$ cat src/lmr_pkg.sv
package lmr_pkg;

    // ----------------------------------------------------------------
    // geometry
    // ----------------------------------------------------------------
    localparam int NUM_ROWS = 8;
    localparam int NUM_COLS = 44;
    localparam logic [5:0] COLS_MUX8 = 6'h28;   // 40 columns
    localparam logic [5:0] COLS_MUX6 = 6'h2a;   // 42 columns
    localparam logic [5:0] COLS_MUX4 = 6'h2c;   // 44 columns
    localparam logic [3:0] ROWS_MUX8 = 4'h8;
    localparam logic [3:0] ROWS_MUX6 = 4'h6;
    localparam logic [3:0] ROWS_MUX4 = 4'h4;
    localparam logic [5:0] PTR_RESET = 6'h00;

    // ----------------------------------------------------------------
    // timing
    // ----------------------------------------------------------------
    localparam int CLK_HZ = 125_000_000;
    localparam int FRAME_HZ_DEFAULT = 200;
    localparam int FIFO_DEPTH = 8;

    // ----------------------------------------------------------------
    // modes
    // ----------------------------------------------------------------
    typedef enum logic [1:0] {
        LMR_MUX8 = 2'b00,
        LMR_MUX6 = 2'b01,
        LMR_MUX4 = 2'b10
    } lmr_mux_t;

    typedef enum logic [1:0] {
        LMR_BIAS_Q = 2'b00,   // one-quarter bias
        LMR_BIAS_H = 2'b01,   // half bias
        LMR_BIAS_T = 2'b10    // one-third bias
    } lmr_bias_t;

    localparam logic [1:0] A_HALF  = 2'h1;
    localparam logic [1:0] A_THIRD = 2'h2;
    localparam logic [1:0] A_QUART = 2'h3;

    // config bundle from the command layer
    typedef struct packed {
        logic      enable;
        lmr_mux_t  mux;
        lmr_bias_t bias;
    } lmr_cfg_t;

    // drive bundle toward the analog voltage selector
    typedef struct packed {
        logic [7:0]  bp_sel;     // backplane currently selected
        logic [7:0]  bp_act;     // backplane in active range
        logic [43:0] seg_on;     // segment data for current row
        logic [43:0] seg_act;    // segment in active range
        logic [1:0]  bias_a;     // bias parameter a
    } lmr_drive_t;

endpackage

$ cat src/lmr_top.sv
`timescale 1ns/100ps

// ------------------------------------------------------------------------
// byte fifo
// ------------------------------------------------------------------------
module lmr_fifo #(
    parameter int WIDTH = 8,
    parameter int DEPTH = 8
) (
    input  wire logic             clk,
    input  wire logic             rst_n,
    input  wire logic             in_valid,
    output logic                  in_ready,
    input  wire logic [WIDTH-1:0] in_data,
    output logic                  out_valid,
    input  wire logic             out_ready,
    output logic      [WIDTH-1:0] out_data
);
    localparam int AW = $clog2(DEPTH);
    logic [WIDTH-1:0] mem [DEPTH];
    logic [AW:0]      wr_ptr;
    logic [AW:0]      rd_ptr;
    logic             push;
    logic             pop;

    // extra pointer bit tells full from empty
    assign in_ready  = (wr_ptr - rd_ptr) != (AW+1)'(DEPTH);
    assign out_valid = wr_ptr != rd_ptr;
    assign push      = in_valid && in_ready;
    assign pop       = out_valid && out_ready;
    assign out_data  = mem[rd_ptr[AW-1:0]];

    // storage
    always_ff @(posedge clk)
    begin
        if (push)
            mem[wr_ptr[AW-1:0]] <= in_data;
    end

    // pointers
    always_ff @(posedge clk)
    begin
        if (!rst_n)
        begin
            wr_ptr <= '0;
            rd_ptr <= '0;
        end
        else
        begin
            if (push)
                wr_ptr <= wr_ptr + 1'b1;
            if (pop)
                rd_ptr <= rd_ptr + 1'b1;
        end
    end
endmodule

// ------------------------------------------------------------------------
// display ram and scan
// ------------------------------------------------------------------------
// Notes on behaviour
// - backplanes active per mode: 8, 6, 4
// - active segments 40, 42, 44 per mode
// - ram is 40x8, 42x6, 44x4 per mode
// - ram one is element on, zero off
// - row k to backplane k, column to segment
// - store nibbles, six bits or bytes per mode
// - separate display register holds scanned data
// - segment drive from phase and display register
// - bias a is 1, 2, 3 for half, third, quarter
// - reset disables, outputs low, 1:8 quarter bias
// - pointer steps two, one-or-two, one per mode
// - pointer stops at end, surplus discarded
module lmr_top #(
    parameter int FRAME_HZ    = lmr_pkg::FRAME_HZ_DEFAULT,
    parameter int SLOT_CYCLES = lmr_pkg::CLK_HZ
                                / (FRAME_HZ * lmr_pkg::NUM_ROWS)
) (
    input  wire logic              clk,
    input  wire logic              rst_n,
    input  wire lmr_pkg::lmr_cfg_t cfg,
    input  wire logic              ptr_load,
    input  wire logic [5:0]        ptr_value,
    input  wire logic              byte_valid,
    output logic                   byte_ready,
    input  wire logic [7:0]        byte_data,
    output lmr_pkg::lmr_drive_t    drive
);
    localparam int NR = lmr_pkg::NUM_ROWS;
    localparam int NC = lmr_pkg::NUM_COLS;

    logic [NR-1:0] ram [NC];        // column-major bitmap
    logic [NR-1:0] disp [NC];       // display register
    logic [5:0]    ptr;
    logic          ptr_ok;          // pointer in range
    logic [2:0]    six_off;         // bits already in column, 1:6 mode
    logic [5:0]    ncols;
    logic [3:0]    nrows;
    logic          f_valid;
    logic          f_ready;
    logic [7:0]    f_data;
    logic [31:0]   slot_cnt;
    logic [2:0]    row;
    logic          slot_end;
    logic          frame_end;

    lmr_fifo #(.WIDTH(8), .DEPTH(lmr_pkg::FIFO_DEPTH)) u_fifo (
        .clk       (clk),
        .rst_n     (rst_n),
        .in_valid  (byte_valid),
        .in_ready  (byte_ready),
        .in_data   (byte_data),
        .out_valid (f_valid),
        .out_ready (f_ready),
        .out_data  (f_data)
    );

    // mode geometry
    always_comb
    begin
        case (cfg.mux)
            lmr_pkg::LMR_MUX6:
            begin
                ncols = lmr_pkg::COLS_MUX6;
                nrows = lmr_pkg::ROWS_MUX6;
            end
            lmr_pkg::LMR_MUX4:
            begin
                ncols = lmr_pkg::COLS_MUX4;
                nrows = lmr_pkg::ROWS_MUX4;
            end
            default:
            begin
                ncols = lmr_pkg::COLS_MUX8;
                nrows = lmr_pkg::ROWS_MUX8;
            end
        endcase
    end

    // ram writes drain one byte per cycle; bytes past the end are
    // still popped so the host is never stalled forever
    assign f_ready = 1'b1;

    // ram fill and pointer
    always_ff @(posedge clk)
    begin
        if (!rst_n)
        begin
            ptr     <= lmr_pkg::PTR_RESET;
            ptr_ok  <= 1'b1;
            six_off <= 3'h0;
        end
        else if (ptr_load)
        begin
            ptr     <= ptr_value;
            ptr_ok  <= ptr_value < ncols; // out-of-range load still sets ptr, but the bytes after it are discarded
            six_off <= 3'h0;
        end
        else if (f_valid && ptr_ok)
        begin
            case (cfg.mux)
                lmr_pkg::LMR_MUX4:
                begin
                    ram[ptr][3:0] <= f_data[3:0];
                    if (ptr + 6'h1 < ncols)
                        ram[ptr + 6'h1][3:0] <= f_data[7:4];
                    if (ptr + 6'h2 < ncols)
                        ptr <= ptr + 6'h2;
                    else
                        ptr_ok <= 1'b0;
                end
                lmr_pkg::LMR_MUX6:
                begin
                    // sextuples: byte finishes this column, rest wraps
                    for (int b = 0; b < 8; b++)
                    begin
                        if (int'(six_off) + b < 6)
                            ram[ptr][int'(six_off) + b] <= f_data[b];
                        else if (int'(six_off) + b < 12
                                 && ptr + 6'h1 < ncols)
                            ram[ptr + 6'h1][int'(six_off) + b - 6]
                                <= f_data[b];
                    end
                    if (six_off >= 3'h4)
                    begin
                        six_off <= six_off - 3'h4;
                        if (ptr + 6'h2 < ncols)
                            ptr <= ptr + 6'h2;
                        else
                            ptr_ok <= 1'b0;
                    end
                    else
                    begin
                        six_off <= six_off + 3'h2;
                        if (ptr + 6'h1 < ncols)
                            ptr <= ptr + 6'h1;
                        else
                            ptr_ok <= 1'b0;
                    end
                end
                default:
                begin
                    ram[ptr] <= f_data;
                    if (ptr + 6'h1 < ncols)
                        ptr <= ptr + 6'h1;
                    else
                        ptr_ok <= 1'b0;
                end
            endcase
        end
    end

    // row slot timer
    assign slot_end  = slot_cnt == 32'(SLOT_CYCLES - 1);
    assign frame_end = slot_end && ({1'b0, row} == nrows - 4'h1);

    always_ff @(posedge clk)
    begin
        if (!rst_n || !cfg.enable)
        begin
            slot_cnt <= '0;
            row      <= 3'h0;
        end
        else if (slot_end)
        begin
            slot_cnt <= '0;
            row      <= frame_end ? 3'h0 : row + 3'h1;
        end
        else
            slot_cnt <= slot_cnt + 32'h1;
    end

    // display register reloads at frame boundaries, and on every cycle while
    // disabled, so a frame never shows a half-written image
    always_ff @(posedge clk)
    begin
        if (!cfg.enable || frame_end)
            for (int c = 0; c < NC; c++)
                disp[c] <= ram[c];
    end

    // drive outputs
    always_ff @(posedge clk)
    begin
        if (!rst_n || !cfg.enable)
            drive <= '0;
        else
        begin
            for (int r = 0; r < NR; r++)
            begin
                drive.bp_act[r] <= r < int'(nrows);
                drive.bp_sel[r] <= (r == int'(row));
            end
            for (int c = 0; c < NC; c++)
            begin
                drive.seg_act[c] <= c < int'(ncols);
                drive.seg_on[c]  <= (c < int'(ncols))
                                    && disp[c][row];
            end
            case (cfg.bias)
                lmr_pkg::LMR_BIAS_H: drive.bias_a <= lmr_pkg::A_HALF;
                lmr_pkg::LMR_BIAS_T: drive.bias_a <= lmr_pkg::A_THIRD;
                default:             drive.bias_a <= lmr_pkg::A_QUART;
            endcase
        end
    end
endmodule

$ cat config.mk
export PLATFORM = sky130hd
export DESIGN_NAME = lmr_top
export DESIGN_NICKNAME = d
export VERILOG_FILES = /design/src/lmr_pkg.sv /design/src/lmr_top.sv
export SDC_FILE = /design/constraint.sdc
export NUM_CORES = 1
export LEC_CHECK = 0
export BUFFER_PORTS_ARGS = -buffer_cell sky130_fd_sc_hd__buf_4
export CORE_ASPECT_RATIO = 1.25
export CORE_MARGIN = 4
export CORE_UTILIZATION = 45
export DETAILED_ROUTE_END_ITERATION = 10
export SLEW_MARGIN = 15
export SYNTH_ARGS = -nofsm -noshare
export SYNTH_HDL_FRONTEND = slang
export SYNTH_SLANG_ARGS = --single-unit
export TNS_END_PERCENT = 1
$ cat constraint.sdc
create_clock -name clk -period 14.15 [get_ports clk]
set_input_delay 1.415 -clock clk [delete_from_list [all_inputs] [get_ports clk]]
set_output_delay 1.415 -clock clk [all_outputs]
set_load 0.01 [all_outputs]
Word level (Yosys, flattened, before mapping):

Memory sizes are Yosys's and may differ from the RTL's. A register that Yosys moved wholly into a read port is not among the register bits.
Cells that the tools add are included.

* register bits: 159
* bits in writable memories: 768
* input port bits: 23
* output and inout port bits: 107
* word-level logic and storage cells: 761
* memories kept: 3

* add/subtract/negate cells: 25
* $lt $le $gt $ge: 105
* equality and inequality tests: 15
* mux-type cells: 391
* bitwise logic cells: 129
* reduce and logical (&&, ||, !) cells: 81

Memory list
* disp: words 44, bits a word 8, rd ports 44, clocked after memory_dff 0, write ports 44, RTL line lmr_top.sv:93 `logic [NR-1:0] disp [NC];`
* ram: words 44, bits a word 8, rd ports 44, clocked after memory_dff 0, write ports 2, RTL line lmr_top.sv:92 `logic [NR-1:0] ram [NC];`
* u_fifo.mem: words 8, bits a word 8, rd ports 1, clocked after memory_dff 1, write ports 1, RTL line lmr_top.sv:20 `logic [WIDTH-1:0] mem [DEPTH];`

Operator list (number)
* $lt 32x5->1 const B: 14
* $mux 1: 301
* $ge 32x1->1 const B: 7
* $lt 32x4->1 const B: 7
* $bmux 1 s3: 44
* $mux 8: 16
* $or 1x1->1: 128
* $lt 5x6->1 const A: 16
* $lt 6x6->1 const A: 12
* $logic_and 1x1->1: 71
* $demux 1 s3: 16
* $lt 4x6->1 const A: 8
* $ge 5x1->1 const B: 7
* $lt 5x5->1 const B: 7
* $sub 4x3->5 const B: 7
* $add 32x1->32 const B: 1
* $eq 32x17->1 const B: 1
* $mux 6: 5
* $lt 3x6->1 const A: 4
* $lt 6x6->1: 3
* $add 3x3->4 const B: 4
* $lt 3x4->1 const A: 4
* $eq 3x3->1 const A: 4
* $lt 1x6->1 const A: 2
* 40 further kinds: 57

Logic depth before layout (Yosys ltp):

Gate-level depths: netlist of run 1.

* depth after elaboration: 19
* mapped depth: 13
* depth with buffers taken out: 11

Cells and area by module:

From an unflattened synthesis of run 1, not the netlist that was laid out.

* cell total of the unflattened synthesis: 3320
* area, all modules: 41434.7 µm²

By module, submodules not included
* lmr_top: times used 1, cells each 3150, area an instance 38356.8 µm²
* lmr_fifo: times used 1, cells each 170, area an instance 3078.0 µm²

Least setup slack after synthesis of run 1:

Ideal clock, no wire load.

* path type: input to register
* start point: in cfg[2] (netlist name)
* end point: mem disp[0][0] (netlist name) (enable)
* setup time: 2.607 ns
* data arrival time: 7.926 ns
* setup slack: 3.617 ns
* stages on the path: 8
* path buffers: 1
* path through: inv_1 -> ha_1 -> clkbuf_1 -> nor2_1 -> mux2i_1 -> nor3_1 -> nand2_1 -> nand2_1

RTL lines
* start, declared: RTL line lmr_top.sv:81 `input wire lmr_pkg::lmr_cfg_t cfg,`
* end, declared: RTL line lmr_top.sv:93

==> flow_summary.ini, run 1 <==
[run_status]
status = finished clean

[cts]
cts_sinks = 882
path_clk_slew_ps = 70
post_cts_buffers = 0
cts-root-buf = clkbuf_16
cts_max_level = 3
cts_resized = 0
cts_hold_buffers = 0
insertion_delay_ps = 660
cts_made_buffers = 89
cts_tree = done
clock_path_buffers = 3

[setup_path]
crit_required_ps = 14630
cp_max_fo = 75
cp_cell_sequence = buf_4 -> ha_1 -> xnor2_1 -> inv_2 -> ha_1 -> a21oi_1 -> o211ai_1 -> or2_1 -> a21oi_4 -> buf_4 -> a21oi_1 -> a31oi_1
path_class = flop to flop
rr_startpoint = ptr[0]
cp-end-kind = flop
start_kind = flop
cp_slowest_cell = buf_4
regToRegEndpoint = ram[13][2]
rr_worst_depth = 12
cp.arrival_ps = 5750
regToRegSetupSlack_ps = 8880
slowest_delay_ps = 750

[global_routing]
use_met1_pct = 29.66
met3_usage_pct = 4.035
grtUsageTotal_pct = 24.81
met2_usage_pct = 43.40
grt_max_degree = 89
overflow = 0
grt_pass1_vias = 28290
grt_pass1_wl_mm = 177.7
busiest_layer = met2
antenna_found_initial = 2

[synthesis]
async_reset_ff_share_pct = 0
synth.yosys.seq_area_share_pct = 62.19
synthFlopType = edfxtp_1
ys_warn_count = 0
avgSynthCellArea_um2 = 12.64
syn_nets = 3281
syn_area_um2 = 40750
synth_edf_count = 768
yosys_register_bits = 882
synth.distinct_cells = 88
netlist_instances = 3224

[min_path]
hold_path.class = flop to flop
min_to = disp[0][3]
hold_path_depth = 0
hp-start = ram[0][3]

[layout]
drive_gt1_share_pct = 14.90
fillers = 7728
final_common_cell = edfxtp_1
final_nets = 3273
final_cell_mix = 768 x edfxtp_1, 496 x nand2_1, 301 x o21ai_0
area_growth_pct = 11.04

[floorplan]
ios = 130
die_h_um = 344.5
fp.coreArea_um2 = 89880
start_util_pct = 45.34
die-area_um2 = 95470
placementRows = 123
die_x_um = 277.2

[route]
first_iter_violations = 3258
wirelength_mm = 121.0
routed_via_density = 6.264
ant_nets = 0
detail_route.wl_per_cell_um = 27.03
drc = 0
vias = 28040
dr.pass1.iters = 6

[pwr]
power.leakage_uw = 0.01626
ir_worst_vdd_uv = 149.7
power_uw = 7456
pwr_density_cell_nw_per_um2 = 164.8

[timing]
setup_tns_ps = 0
fmax_mhz = 189.9
slew_violations = 0
relSlewSlack_pct = 12.61
finalHoldViolCount = 0
rsz0062_at_grt = false
worst_pin_slew_ps = 1306
setup_viol = 0
post-route-period-util_pct = 37.22
worst_clock_skew_ps = 21.28
fin_crit_ps = 5267

[placement]
dpl.hpwl_mm = 68.92
port_buffers = 129
place_congestion = 0.8608

[run]
max-cap-violations = 0
[registers in the layout, indices dropped and copies added (netlist names), named ones only]
register       cells
ptr_ok             1
u_fifo.wr_ptr      4
u_fifo.mem        64
drive             59
ptr                6
slot_cnt          32
ram              352
u_fifo.rd_ptr      4
six_off            2
row                3
disp             352
[metrics by stage]
step	utilization, %	instance area [µm²]	hold WS, ps	std cells	setup WS, ps
after floorplan	-	40750	400.3	3224	3617
after global placement	47.17	42390	400.5	4312	8593
after detailed placement	47.17	42400	404.5	4312	8520
after CTS	50.34	45240	411.6	4476	9012
final	50.35	45250	405.2	4477	8883
after global routing	50.35	45250	415.6	4476	8620
[power breakdown]
part	switching (µW)	leakage (µW)	internal (µW)
Combinational	1490	0.00678	518
Clock	994	0.00138	1330
Sequential	33.8	0.00811	3090
Total	2520	0.0163	4940
[layer usage]
layer  wire (µm)  vias up
li1            -    12070
met5           0        -
met2       59970     1570
met4        6881        0
met3       10230      413
met1       43930    13990
[cell usage after synthesis, drive strengths merged, types with 3 or more instances]
cell | instances | area [µm²]
o41ai | 3 | 26.28
or3 | 7 | 43.79
o21bai | 3 | 22.52
a22oi | 4 | 35.03
a21oi | 166 | 890.9
edfxtp | 768 | 23060
a21boi | 9 | 82.58
o211ai | 7 | 52.55
nor3b | 6 | 45.04
nand2b | 14 | 87.58
nand4 | 19 | 118.9
mux2i | 290 | 2907
and3 | 23 | 143.9
and4 | 4 | 35.03
o22a | 3 | 26.28
dfxtp | 114 | 2282
xnor2 | 19 | 185.2
buf | 177 | 1059
nand3 | 50 | 265.3
o221ai | 5 | 50.04
a31oi | 95 | 600.6
inv | 24 | 90.08
mux2 | 14 | 157.7
nor3 | 21 | 120.1
nand2 | 500 | 1879
o22ai | 81 | 506.7
and2 | 13 | 81.33
o32ai | 3 | 60.06
a221o | 3 | 30.03
a221oi | 3 | 61.31
o21a | 3 | 22.52
ha | 34 | 425.4
nor4b | 4 | 35.03
o21ai | 306 | 1531
nor2 | 137 | 539.3
clkbuf | 113 | 424.2
xor2 | 29 | 254.0
mux4 | 90 | 2027
nor4 | 6 | 43.79
nor2b | 23 | 143.9
[cell families after synthesis]
group / share of synthesized area [%]
and+or+nand+nor: 8.885
AOI/OAI and AO/OA: 10.43
xor gates and xnor gates: 1.078
DFF: 62.19
adders and majority gates: 1.044
muxes: 12.49
buffers and inverters: 3.878
[worst max-delay path, delay by kind of cell, from the launching register on]
family	cells	cell delay, ps
compound gates	5	1750
xor+xnor	1	570
fa+ha+maj	2	670
buf+inv	3	1260
flops	1	300
simple gates	1	440
[area by class of cell]
type	instances	area (µm²)	share of cell area, %
sequential	882	25350	56.03
multi-input combinational	2026	14030	31.02
clock buffer	125	2505	5.536
tap	1187	1485	3.282
timing repair buffer	191	1434	3.169
clock inverter	39	337.8	0.7466
inverter	26	97.59	0.2157
antenna	1	2.502	0.005530
[worst max-delay path by stage]
stage	from	to	slack [ps]	cells after the start
2_1_floorplan	cfg[2]	disp[0][0]	3620	8
3_3_place_gp	cfg[2]	disp[12][12]	8590	11
3_5_place_dp	cfg[2]	disp[13][4]	8520	11
4_1_cts	six_off[2]	ram[6][2]	9010	11
5_1_grt	six_off[2]	ram[21][2]	8620	11
6_report	ptr[0]	ram[13][2]	8880	12
No activity file was read; power rests on OpenSTA's default activity.
==> inputs of run 2 (changes only) <==
==> constraint.sdc (replaced) <==
create_clock -name clk -period 5.35 [get_ports clk]
set_input_delay 0.535 -clock clk [delete_from_list [all_inputs] [get_ports clk]]
set_output_delay 0.535 -clock clk [all_outputs]
set_load 0.01 [all_outputs]
==> flow_summary.ini, run 2 (synthesis gave the netlist of run 1 again) <==
[floorplan]
die_h_um = 344.5
die_x_um = 277.2
start_util_pct = 45.34
placementRows = 123
ios = 130
die-area_um2 = 95470
fp.coreArea_um2 = 89880

[timing]
holdWs_ps = 54.37
rsz0062_at_grt = false
setup_tns_ps = 0
setup_slack_ps = 795.4
finalHoldViolCount = 0
setup_viol = 0
relSlewSlack_pct = 8.861
fmax_mhz = 219.6
worst_clock_skew_ps = 30.35
worst_pin_slew_ps = 1364
slew_violations = 0
fin_crit_ps = 4555
post-route-period-util_pct = 85.13

[route]
routed_via_density = 6.227
wirelength_mm = 121.7
first_iter_violations = 3241
ant_nets = 0
dr.pass1.iters = 6
vias = 28000
detail_route.wl_per_cell_um = 27.07
drc = 0

[setup_path]
cp_slowest_cell = nand2_2
cpMostUsedCell = ha_1
crit_required_ps = 5740
cp.arrival_ps = 4940
cp_cell_sequence = ha_1 -> xnor2_1 -> inv_2 -> ha_1 -> a21oi_1 -> o211ai_1 -> nor3_1 -> nand2_1 -> nand2_2 -> buf_4 -> mux2i_1
path_class = flop to flop
slowest_delay_ps = 750
cp-end-kind = flop
cp_max_fo = 26
start_kind = flop
rr_worst_depth = 11

[global_routing]
grt_max_degree = 108
antenna_found_initial = 2
grtUsageTotal_pct = 24.94
overflow = 0
grt_pass1_wl_mm = 178.3
grt_pass1_vias = 28410

[pwr]
p_comb_share_pct = 27.2
power_frac_seq_pct = 40.9
pwr_density_cell_nw_per_um2 = 440.9
ir_worst_vdd_uv = 403.8
switchingPower_uw = 6800
power.leakage_uw = 0.01652
power.internal_uw = 13410
pwr-share-clk_pct = 31.8
power_uw = 20210
switching_share_pct = 33.65

[cts]
cts_resized = 0
cts_tree = done
cts_made_buffers = 89
cts-root-buf = clkbuf_16
path_clk_slew_ps = 70
cts_hold_buffers = 0
clock_path_buffers = 3
post_cts_buffers = 0
cts_max_level = 3
insertion_delay_ps = 680
cts_sinks = 882

[layout]
final_nets = 3288
final_cell_mix = 768 x edfxtp_1, 496 x nand2_1, 301 x o21ai_0
final_common_cell = edfxtp_1
regArea_um2 = 25350
drive_gt1_share_pct = 15.51
fillers = 7679
stdcell_count = 4496
area_growth_pct = 12.48
multiInputGateArea_um2 = 14040

[min_path]
hold_path.class = input port to flop
hold_path_depth = 2

[placement]
post-place-cells = 4326
dpl.hpwl_mm = 71.65
place_congestion = 0.8538
port_buffers = 129
dp_worst_setup_slack_ps = 790.1

[run_status]
status = finished clean

[run]
max-cap-violations = 0
[run 2: changes by cell type in the layout (fill, tap and decap cells not counted), moves of 3 or more]
| cell | delta |
|---|---|
| clkinv_8 | +3 |
| clkbuf_8 | -8 |
| buf_4 | -9 |
| bufinv_16 | +7 |
| clkinv_2 | +6 |
| clkinv_1 | +6 |
| buf_12 | +23 |
| clkbuf_1 | -11 |
[run 2: layer usage]
metal	track usage [%]	up-vias	wire length, µm
met4	14.64	0	7429
met5	0	-	0
met3	4.481	414	10910
li1	-	12110	-
met1	29.54	13860	43610
met2	42.89	1610	59770
[run 2: power by group through the flow]
stage               sequential, µW  clock [µW]  combinational (µW)
floorplan                     8380           0                3140
global placement              8410           0                5130
detailed placement            8420           0                5320
CTS                           8270        6540                5330
global route                  8280        6810                5730
finish                        8270        6430                5510
[run 2: metrics by stage]
| step | utilization [%] | cell area, µm² |
|---|---|---|
| 2_1_floorplan | - | 40760 |
| 3_3_place_gp | 47.62 | 42800 |
| 3_5_place_dp | 47.62 | 42800 |
| 4_1_cts | 50.96 | 45800 |
| 5_1_grt | 51.00 | 45830 |
| 6_report | 51.00 | 45840 |
[run 2: path summary, 6_finish.rpt]
kind | start | end | slack (ps)
worst max-delay path | ptr[1] | ram[5][6] | 800
worst min-delay path | cfg[0] | drive[1] | 50
worst max register to register | ptr[1] | ram[5][6] | 800
worst min register to register | ram[2][2] | disp[1][2] | 410
[run 2: layout make-up]
type,count,share of cell area (%)
Antenna cell,2,0.01092
Timing Repair Buffer,206,4.045
Multi-Input combinational cell,2026,30.64
Clock inverter,63,1.515
Inverter,26,0.2129
Clock buffer,104,5.025
Sequential cell,882,55.31
Tap cell,1187,3.240
[run 2: worst max-delay path: cells and delay by family (launching register included)]
kind,cells,cell delay (ps)
adder cells (fa/ha/maj),2,600
AO/OA/AOI/OAI,2,710
AND/OR/NAND/NOR,3,1260
XOR/XNOR,1,610
buffers and inverters,2,590
multiplexers,1,110
flip-flops,1,380
